==> src/rtl/pix_out_pkg.sv <==
// Constants shared by the pixel output stage and its two-entry buffer.
// Assumes a single 125 MHz system clock domain.
package pix_out_pkg;
  localparam int PIXEL_W  = 24;
  localparam int WORD_W   = 2 * PIXEL_W + 6;   // Even, odd, qualifier, two syncs, three controls
  localparam int POS_ODD  = PIXEL_W;
  localparam int POS_QUAL = 2 * PIXEL_W;
  localparam int POS_HS   = POS_QUAL + 1;
  localparam int POS_VS   = POS_QUAL + 2;
  localparam int POS_CTL  = POS_QUAL + 3;
  localparam logic [PIXEL_W-1:0] PIXEL_ZERO = 24'h000000;
  localparam logic [1:0]         SYNC_STAGES = 2'h2;
endpackage : pix_out_pkg

==> src/rtl/pix_skid_buf.sv <==
// Two-entry buffer with valid/ready on both sides.
// Assumes both sides run on sys_clk.
`timescale 1ns/10ps
`default_nettype none
module pix_skid_buf
  import pix_out_pkg::*;
(
  input  wire logic              sys_clk,
  input  wire logic              rst,
  input  wire logic [WORD_W-1:0] in_data,
  input  wire logic              in_valid,
  output logic                   in_ready,
  output logic [WORD_W-1:0]      out_data,
  output logic                   out_valid,
  input  wire logic              out_ready
);
  logic [WORD_W-1:0] mem_reg [2];
  logic [WORD_W-1:0] mem_next [2];
  logic              wptr_reg, wptr_next, rptr_reg, rptr_next;
  logic [1:0]        cnt_reg, cnt_next;
  logic              push, pop;
  logic              room_reg, room_next;

  ////////////////////////////////////////////////////////////////////////
  // Pointer and count update; push only when not full
  always_comb begin
    push      = in_valid && room_reg;
    pop       = out_ready && (cnt_reg != 2'h0);
    mem_next  = mem_reg;
    wptr_next = wptr_reg;
    rptr_next = rptr_reg;
    if (push) begin
      mem_next[wptr_reg] = in_data;
      wptr_next = ~wptr_reg;
    end
    if (pop) begin
      rptr_next = ~rptr_reg;
    end
    cnt_next = cnt_reg + {1'b0, push} - {1'b0, pop};
    room_next = (cnt_next != 2'h2);
  end

  always_ff @(posedge sys_clk or posedge rst) begin
    if (rst) begin
      mem_reg[0] <= '0;
      mem_reg[1] <= '0;
      wptr_reg   <= 1'b0;
      rptr_reg   <= 1'b0;
      cnt_reg    <= 2'h0;
      room_reg   <= 1'b0;
    end else begin
      mem_reg  <= mem_next;
      wptr_reg <= wptr_next;
      rptr_reg <= rptr_next;
      cnt_reg  <= cnt_next;
      room_reg <= room_next;
    end
  end

  // Ready is registered so the top-level ready comes from a flop; low in reset
  assign in_ready  = room_reg;
  assign out_valid = (cnt_reg != 2'h0);
  assign out_data  = mem_reg[rptr_reg];
endmodule : pix_skid_buf
`default_nettype wire

==> src/rtl/pix_out_stage.sv <==
// Parallel pixel output stage: drives even/odd pixel buses, pixel clock,
// qualifier, syncs and three controls, with output power-down.
// Assumes the link clock arrives unsynchronised; the pixel source is on sys_clk.
`timescale 1ns/10ps
`default_nettype none
module pix_out_stage
  import pix_out_pkg::*;
(
  input  wire logic               sys_clk,
  input  wire logic               rst,
  input  wire logic               link_clock,
  input  wire logic [PIXEL_W-1:0] src_even_pixel,
  input  wire logic [PIXEL_W-1:0] src_odd_pixel,
  input  wire logic               src_active,
  input  wire logic               src_hsync,
  input  wire logic               src_vsync,
  input  wire logic [2:0]         src_control,
  input  wire logic               src_valid,
  output logic                    src_ready,
  input  wire logic               full_power_down_n,
  input  wire logic               output_power_down_n,
  input  wire logic               clock_polarity_select,
  input  wire logic               pixels_per_clock_select,
  input  wire logic               staggered_output_select_n,
  output logic [PIXEL_W-1:0]      even_pixel_out,
  output logic [PIXEL_W-1:0]      odd_pixel_out,
  output logic                    pixel_out_clock,
  output logic                    active_video_flag,
  output logic                    hsync_out,
  output logic                    vsync_out,
  output logic                    aux_control_out_1,
  output logic                    aux_control_out_2,
  output logic                    aux_control_out_3,
  output logic                    main_out_en,
  output logic                    aux1_out_en
);
  typedef enum logic [1:0] {ST_IDLE, ST_RISE, ST_FALL} edge_t;

  logic [WORD_W-1:0] buf_data;
  logic              buf_valid, buf_ready;
  logic              pop_word;

  // Field pickers for a buffered word; logic and checks share them
  function automatic logic [PIXEL_W-1:0] even_field(input logic [WORD_W-1:0] w);
    return w[POS_ODD-1:0];
  endfunction : even_field

  function automatic logic [PIXEL_W-1:0] odd_field(input logic [WORD_W-1:0] w);
    return w[POS_QUAL-1:POS_ODD];
  endfunction : odd_field

  ////////////////////////////////////////////////////////////////////////
  // Buffer between source and the output timing
  pix_skid_buf u_buf (
    .sys_clk   (sys_clk),
    .rst       (rst),
    .in_data   ({src_control, src_vsync, src_hsync, src_active, src_odd_pixel, src_even_pixel}),
    .in_valid  (src_valid),
    .in_ready  (buf_ready),
    .out_data  (buf_data),
    .out_valid (buf_valid),
    .out_ready (pop_word)
  );
  assign src_ready = buf_ready;

  ////////////////////////////////////////////////////////////////////////
  // Synchronisers: link clock and the static pins
  logic [5:0] sync1_reg, sync2_reg, sync1_next, sync2_next;
  logic       lclk_last_reg, lclk_last_next;
  always_comb begin
    sync1_next     = {link_clock, full_power_down_n, output_power_down_n,
                      clock_polarity_select, pixels_per_clock_select, staggered_output_select_n};
    sync2_next     = sync1_reg;
    lclk_last_next = sync2_reg[5];
  end
  always_ff @(posedge sys_clk or posedge rst) begin
    if (rst) begin
      sync1_reg     <= 6'h00;
      sync2_reg     <= 6'h00;
      lclk_last_reg <= 1'b0;
    end else begin
      sync1_reg     <= sync1_next;
      sync2_reg     <= sync2_next;
      lclk_last_reg <= lclk_last_next;
    end
  end
  logic lclk_s, fpd_n_s, opd_n_s, inv_s, dual_s, stag_n_s, rise, fall;
  assign {lclk_s, fpd_n_s, opd_n_s, inv_s, dual_s, stag_n_s} = sync2_reg;
  assign rise = lclk_s && !lclk_last_reg;
  assign fall = !lclk_s && lclk_last_reg;

  ////////////////////////////////////////////////////////////////////////
  // Edge tracker, for cover and readability of the launch moment
  edge_t edge_reg, edge_next;
  always_comb begin
    edge_next = ST_IDLE;
    if (rise) edge_next = ST_RISE;
    else if (fall) edge_next = ST_FALL;
  end
  always_ff @(posedge sys_clk or posedge rst) begin
    if (rst) edge_reg <= ST_IDLE;
    else     edge_reg <= edge_next;
  end

  // A word leaves the buffer on each recovered rising link edge while it holds one
  assign pop_word = rise && buf_valid;

  ////////////////////////////////////////////////////////////////////////
  // Output registers; an empty buffer repeats the last word (underrun)
  logic [PIXEL_W-1:0] even_reg, even_next, odd_reg, odd_next, odd_hold_reg, odd_hold_next;
  logic               clk_reg, clk_next, qual_reg, qual_next, hs_reg, hs_next, vs_reg, vs_next;
  logic [2:0]         ctl_reg, ctl_next;
  logic               men_reg, men_next, a1en_reg, a1en_next;
  logic               stag_mode;
  always_comb begin
    even_next     = even_reg;
    odd_next      = odd_reg;
    odd_hold_next = odd_hold_reg;
    qual_next     = qual_reg;
    hs_next       = hs_reg;
    vs_next       = vs_reg;
    ctl_next      = ctl_reg;
    stag_mode     = dual_s && !stag_n_s;
    if (pop_word) begin
      even_next = even_field(buf_data);
      qual_next = buf_data[POS_QUAL];
      hs_next   = buf_data[POS_HS];
      vs_next   = buf_data[POS_VS];
      ctl_next  = buf_data[POS_CTL+2:POS_CTL];
      odd_hold_next = dual_s ? odd_field(buf_data) : PIXEL_ZERO;
      if (!stag_mode) odd_next = odd_hold_next;
    end
    if (fall && stag_mode) odd_next = odd_hold_reg;
    if (!dual_s) odd_next = PIXEL_ZERO;
    clk_next  = lclk_s ^ inv_s;
    men_next  = fpd_n_s && opd_n_s;
    a1en_next = fpd_n_s;
  end
  always_ff @(posedge sys_clk or posedge rst) begin
    if (rst) begin
      even_reg     <= PIXEL_ZERO;
      odd_reg      <= PIXEL_ZERO;
      odd_hold_reg <= PIXEL_ZERO;
      clk_reg      <= 1'b0;
      qual_reg     <= 1'b0;
      hs_reg       <= 1'b0;
      vs_reg       <= 1'b0;
      ctl_reg      <= 3'h0;
      men_reg      <= 1'b0;
      a1en_reg     <= 1'b0;
    end else begin
      even_reg     <= even_next;
      odd_reg      <= odd_next;
      odd_hold_reg <= odd_hold_next;
      clk_reg      <= clk_next;
      qual_reg     <= qual_next;
      hs_reg       <= hs_next;
      vs_reg       <= vs_next;
      ctl_reg      <= ctl_next;
      men_reg      <= men_next;
      a1en_reg     <= a1en_next;
    end
  end

  // Logical levels always present; enables tell the pad when to drive
  assign even_pixel_out    = even_reg;
  assign odd_pixel_out     = odd_reg;
  assign pixel_out_clock   = clk_reg;
  assign active_video_flag = qual_reg;
  assign hsync_out         = hs_reg;
  assign vsync_out         = vs_reg;
  assign aux_control_out_1 = ctl_reg[0];
  assign aux_control_out_2 = ctl_reg[1];
  assign aux_control_out_3 = ctl_reg[2];
  assign main_out_en       = men_reg;
  assign aux1_out_en       = a1en_reg;
endmodule : pix_out_stage
`default_nettype wire

==> config.mk <==
export PLATFORM = sky130hd
export DESIGN_NAME = pix_out_stage
export DESIGN_NICKNAME = d
export VERILOG_FILES = /design/src/rtl/pix_out_pkg.sv /design/src/rtl/pix_skid_buf.sv /design/src/rtl/pix_out_stage.sv
export SDC_FILE = /design/constraint.sdc
export NUM_CORES = 1
export LEC_CHECK = 0
export ABC_AREA = 1
export BUFFER_PORTS_ARGS = -buffer_cell sky130_fd_sc_hd__buf_4
export CAP_MARGIN = 20
export CORE_UTILIZATION = 57
export DETAILED_ROUTE_END_ITERATION = 16
export GPL_TIMING_DRIVEN = 0
export PLACE_DENSITY = 0.79
export SYNTH_ARGS = -nofsm -noshare
export SYNTH_HDL_FRONTEND = slang
export SYNTH_HIERARCHICAL = 1
export SYNTH_SLANG_ARGS = --single-unit
==> constraint.sdc <==
create_clock -name sys_clk -period 3.43 [get_ports sys_clk]
set_input_delay 0.1715 -clock sys_clk [delete_from_list [all_inputs] [get_ports sys_clk]]
set_output_delay 0.1715 -clock sys_clk [all_outputs]
set_load 0.05 [all_outputs]
==> results of run 1 <==
## what timing repair did
action                                 in CTS  in global routing
buffers inserted                            0                  0
endpoints found under the hold margin     198                  0
hold buffers                               61                  0
resized for setup                           0                  0
## routing by layer
metal  GRT usage, %  wire, um  up-vias
met5              0         0        -
met4           8.36       495        0
met3           3.58      1220       39
met2           47.7     10600      283
met1           37.0      9020     3529
li1               -         -     3733
## cell families (layout without fill, tap and decap cells)
group	count (synthesis)	count (layout)
AOI/OAI and AO/OA	134	134
xor gates and xnor gates	1	1
adders and majority gates	2	2
buffers and inverters	150	370
DFF	207	207
and+or+nand+nor	581	581
## worst min-delay path, cell delays in order
cell	delay [ps]
buf_4	110
inv_1	90
o21ai_0	110
## final cells by class
cell class,instances,area [sq um],share of cell area [%]
Timing Repair Buffer,183,1560,13.7
Sequential cell,207,5180,45.6
Buffer,60,305,2.69
Clock buffer,37,698,6.15
Multi-Input combinational cell,718,3030,26.7
Tap cell,188,235,2.07
Inverter,90,343,3.02
## through the flow
step | total power [mW] | hold slack [ps] | setup TNS, ps | instances
detailed placement | 8.00 | 178 | 0 | 1385
global route | 11.0 | 46.5 | 0 | 1483
finish | 10.4 | 35.8 | 0 | 1483
floorplan | 6.79 | 203 | 0 | 1075
CTS | 10.4 | 38.8 | 0 | 1483
global placement | 7.86 | 281 | -127410 | 1383
## worst max path at each step
stage,depth (start not counted),startpoint,end,slack [ps]
after CTS,13,u_buf/cnt_reg[1],u_buf/in_ready,1020
after floorplan,1,rst,u_buf/cnt_reg[0],270
after global routing,13,u_buf/cnt_reg[1],u_buf/in_ready,870
final,13,u_buf/cnt_reg[1],u_buf/in_ready,1020
after detailed placement,13,u_buf/cnt_reg[1],u_buf/in_ready,1070
after global placement,2,rst,u_buf/mem_reg[20],-910
## power by group
group | total [mW] | internal [mW] | switching [mW]
sequential | 4.05 | 3.48 | 0.570
combinational | 4.06 | 1.30 | 2.75
clock | 2.26 | 1.37 | 0.893
total | 10.4 | 6.15 | 4.22
## cell usage in the layout, fill, tap and decap left out
cell type	synthesis	layout
nand2_2	1	1
buf_16	0	1
o21a_1	1	1
clkbuf_2	1	1
ha_1	2	2
nand3_2	3	3
dfrtp_1	207	207
o21ai_1	5	5
xor2_1	1	1
buf_12	0	1
nand3_1	51	51
nand4_2	1	1
a21boi_4	1	1
inv_2	3	3
clkbuf_16	0	23
or2_2	1	1
o21ai_0	122	122
nand2_1	522	522
buf_4	6	126
o21ai_2	5	5
nor2_4	1	1
inv_1	87	85
buf_6	3	3
clkbuf_8	0	7
clkbuf_1	23	30
dlygate4sd3_1	0	61
nand3b_1	1	1
inv_4	0	2
buf_2	27	27
==> results.ini, run 1 <==
[status]
outcome = completed

[logic_synthesis]
muxShareOfSynthArea_pct = 0
yosysSeqAreaShare_pct = 58.5
synth_edf_count = 0
synthFlopType = dfrtp_1
yosysWarnings = 6
synth_compound_area_share_pct = 7.97
syn_avg_cell_area_sq_um = 8.23
synth_top_area_cell = dfrtp_1
synth.top_cells.by_count = nand2_1 (522), dfrtp_1 (207), o21ai_0 (122), inv_1 (87), nand3_1 (51)
yosys.area_share.xor_xnor_pct = 0.0990
synth_top_family_by_area = simple AND/OR/NAND/NOR gates
synthesis.area_sq_um = 8850
synth_top_area_share_pct = 58.5
yosysUniqueCellTypes = 23
synth-simple-area-share_pct = 25.9
synth_most_common_cell = nand2_1
syn-num-nets = 1140
async_flop_share_pct = 100
synth-seq-cells = 207
syn_inst = 1075
yosys-top-cells-area = dfrtp_1 (59%), nand2_1 (22%), o21ai_0 (6.9%), inv_1 (3.7%), nand3_1 (2.9%)
synthAdderAreaFrac_pct = 0.283

[placement]
hpwl_mm = 13.8
portBuffers = 120
pre_cts_ws_ps = 1070
gp_congestion = 0.827
placed_cell_area_sq_um = 10000

[timing]
clock_skew_ps = 11.3
setup_viol = 0
rsz0062_at_grt = no
report.final.slew_viol_count = 0
worstMarginPinSlew_ps = 882
final.min_clock_period_ps = 2410
maxSlewHeadroom_pct = 41.2
finalHoldViolations = 0
final.period_utilization_pct = 70.4
fin_ws_ps = 1020
fmax_mhz = 414

[global_routing]
grt_max_degree = 76
grt_antenna_before_repair = 0
grt_pass1_vias = 7323
grt_usage_pct = 27.7
grt_pass1_wl_mm = 35.3
grt-ovfl-total = 0

[die]
dieWidth_um = 127
start_util_pct = 58.2
coreArea_sq_um = 15200
die_h_um = 127
ios = 121
std_cell_rows = 45
dieArea_sq_um = 16000

[clock_tree]
cts_max_level = 1
cts_buffers = 22
cts_tree = built
cts_buffer_depth = 3
path_clk_slew_ps = 60
clock_latency_ps = 500
cts.sinks = 207
root_buffer = clkbuf_16

[setup_path]
critPathMaxFanout = 11
critical_path_arrival_ps = 2790
ff2ff_setup_slack_ps = 1020
worstRegToRegCells = 13
crit_chain = or2_2 -> nand3_2 -> inv_2 -> buf_2 -> o21a_1 -> ha_1 -> inv_1 -> ha_1 -> inv_1 -> nand2_1 -> nand2_1 -> nand2_1 -> nand3_1
critical-path-top-delay-family = simple AND/OR/NAND/NOR gates
cp-start-kind = flop
max_stage_delay_ps = 420
cp_data_required_time_ps = 3810
path_buf_inv = 4
r2r_start = u_buf/cnt_reg[1]
worstReg2RegEnd = u_buf/in_ready
cp_slowest_cell = dfrtp_1
path_common_cell = nand2_1
critPathKind = reg -> reg
critical_path.endpoint_type = flop

[detailed_routing]
wl_per_cell_um = 14.4
viasPerCell = 5.11
dr.first_iter.drc_count = 579
drtAntennaViolNets = 0
wirelength_mm = 21.4
first_pass_iters = 7
via_count = 7584
route.detailed.drc = 0

[pwr]
leakage_nw = 6.32
peakVddDrop_mv = 0.575
power_density_nw_per_um2 = 914

[job]
drv_cap = 0

[worst_hold_path]
hold_path.class = in -> reg
hold_path.startpoint = src_odd_pixel[8]
min_path_cells = 3
whs_endpoint = u_buf/mem_reg[86]

[final_layout]
antennaDiodeCount = 0
fin_util_pct = 74.7
largest_reg_flops = 108
nets = 1347
fillCellCount = 1138
postLayoutCellArea_sq_um = 11300
drive_above_1_share_pct = 16.0
syn_to_final_growth_pct = 28.2

Power figures use the tool's default switching activity.
==> run 2, diff against run 1 <==
==> constraint.sdc (replaced) <==
create_clock -name sys_clk -period 2.42 [get_ports sys_clk]
set_input_delay 0.121 -clock sys_clk [delete_from_list [all_inputs] [get_ports sys_clk]]
set_output_delay 0.121 -clock sys_clk [all_outputs]
set_load 0.05 [all_outputs]
==> run 2 against run 1 <==
Fmax up 11%. Final area is 0.52% higher. Sequential cell count unchanged. Global-route usage grew 0.67 points.
==> results.ini, run 2 (synthesis gave the netlist of run 1 again) <==
[status]
outcome = completed

[global_routing]
grt-ovfl-total = 0  ; unchanged
grt_pass1_wl_mm = 36.1  ; +2.1%
grt_usage_pct = 28.4  ; +0.67 points
grt_antenna_before_repair = 0  ; unchanged
grt_max_degree = 45  ; -41%
grt_pass1_vias = 7410  ; +1.2%

[setup_path]
critPathMaxFanout = 14  ; +3
critical_path.endpoint_type = flop
critPathKind = reg -> reg
critical_path_arrival_ps = 2560  ; -230 ps
cp_data_required_time_ps = 2800  ; -1010 ps
cp-start-kind = flop

[detailed_routing]
first_pass_iters = 7  ; unchanged
wirelength_mm = 21.6  ; +1.1%
via_count = 7587  ; +0.040%
dr.first_iter.drc_count = 593  ; +2.4%
drtAntennaViolNets = 0  ; unchanged
viasPerCell = 5.11  ; -0.16%
route.detailed.drc = 0  ; unchanged
wl_per_cell_um = 14.5  ; +0.87%

[clock_tree]
cts_tree = built
cts_buffers = 22  ; unchanged
cts_buffer_depth = 3  ; unchanged
post_cts_buffers = 0  ; unchanged
clock_latency_ps = 500  ; about the same
cts.sinks = 207  ; unchanged
root_buffer = clkbuf_16
path_clk_slew_ps = 60  ; about the same
cts_max_level = 1  ; unchanged

[pwr]
leakage_nw = 6.33  ; +0.17%
power_density_nw_per_um2 = 1290  ; +42%
peakVddDrop_mv = 0.848  ; +47%

[timing]
report.final.slew_viol_count = 0  ; unchanged
rsz0062_at_grt = no
finalHoldViolations = 0  ; unchanged
worstMarginPinSlew_ps = 792  ; -90.3 ps
finalSetupTns_ps = 0  ; unchanged
final.min_clock_period_ps = 2180  ; -233 ps
fmax_mhz = 459  ; +11%
setup_viol = 0  ; unchanged
clock_skew_ps = 13.0  ; +1.72 ps
final.period_utilization_pct = 90.1  ; +20 points
maxSlewHeadroom_pct = 47.1  ; +5.9 points

[job]
drv_cap = 0  ; unchanged

[final_layout]
postLayoutCellArea_sq_um = 11400  ; +0.52%
mostFrequentLayoutCells = nand2_1 (522), dfrtp_1 (206), buf_4 (126)
fillCellCount = 1137  ; -0.088%
nets = 1349  ; +0.15%
largest_reg_flops = 108  ; unchanged
drive_above_1_share_pct = 16.2  ; +0.19 points
layout_commonest_cell = nand2_1
antennaDiodeCount = 0  ; unchanged
fin_util_pct = 75.0  ; +0.39 points
syn_to_final_growth_pct = 28.9

[placement]
gp_congestion = 0.832  ; +0.68%
placed_cell_area_sq_um = 10100  ; +0.35%
portBuffers = 120  ; unchanged
hpwl_mm = 14.1  ; +2.4%

[die]
ios = 121  ; unchanged
coreArea_sq_um = 15200  ; unchanged
die_h_um = 127  ; unchanged
dieArea_sq_um = 16000  ; unchanged
dieWidth_um = 127  ; unchanged
start_util_pct = 58.2  ; unchanged
std_cell_rows = 45  ; unchanged

[worst_hold_path]
hold_path.class = in -> async

run 2: metal layers:
layer	global-route usage (%)	vias up	share of wire (%)
met5	0	-	0
met4	9.64	0	2.9
met3	3.80	45	5.2
met2	48.9	238	50
met1	37.3	3555	42
li1	-	3749	-
run 2: repair_timing:
item / in CTS / in global routing
setup endpoints to repair: 1 / 1
hold endpoints to repair: 167 / 0
resized for setup: 1 / 2
hold buffers: 62 / 0
pin swaps: 0 / 0
gates cloned: 0 / 0
run 2: cell type report:
type | count | area [sq um] | area share (%)
Buffer | 59 | 300 | 2.63
Inverter | 90 | 345 | 3.03
Clock buffer | 34 | 657 | 5.76
Multi-Input combinational cell | 718 | 3040 | 26.6
Sequential cell | 207 | 5180 | 45.4
Clock inverter | 4 | 48.8 | 0.428
Tap cell | 188 | 235 | 2.06
Timing Repair Buffer | 186 | 1600 | 14.0
run 2: path summary, 6_finish.rpt:
path                                           startpoint           endpoint  slack (ps)  cells past startpoint
worst max-delay path                     u_buf/cnt_reg[1]     u_buf/in_ready         240                     12
worst min-delay path                                  rst  even_pixel_out[0]         240                      3
worst max register to register           u_buf/cnt_reg[1]     u_buf/in_ready         240                     12
worst min register to register               sync1_reg[4]       sync2_reg[4]         350                      0
max in group asynchronous                             rst    odd_hold_reg[3]        1360                      5
min in group sys_clk            staggered_output_select_n       sync1_reg[0]         270                      2
run 2: power breakdown:
group | switching, mW | leakage [nW] | internal [mW]
Combinational | 3.90 | 3.36 | 1.86
Clock | 1.30 | 0.347 | 1.97
Sequential | 0.817 | 2.62 | 4.93
run 2: critical path, cell delays in order (launching register included):
cell and delay [ps]:
dfrtp_2 430, or2_4 290, nand3_4 170, inv_2 160
o21a_1 160, ha_1 290, inv_1 60, ha_1 170
inv_1 70, nand2_1 80, nand2_1 60, nand2_1 50
nand3_1 60
run 2: per-stage QoR:
stage	worst slack [ps]	instances	power [mW]	hold WS, ps
after floorplan	375	1075	9.62	152
after global placement	61.3	1383	11.2	231
after detailed placement	16.6	1387	11.4	205
after CTS	33.0	1487	14.8	232
after global routing	73.5	1486	15.7	277
final	240	1486	14.8	238
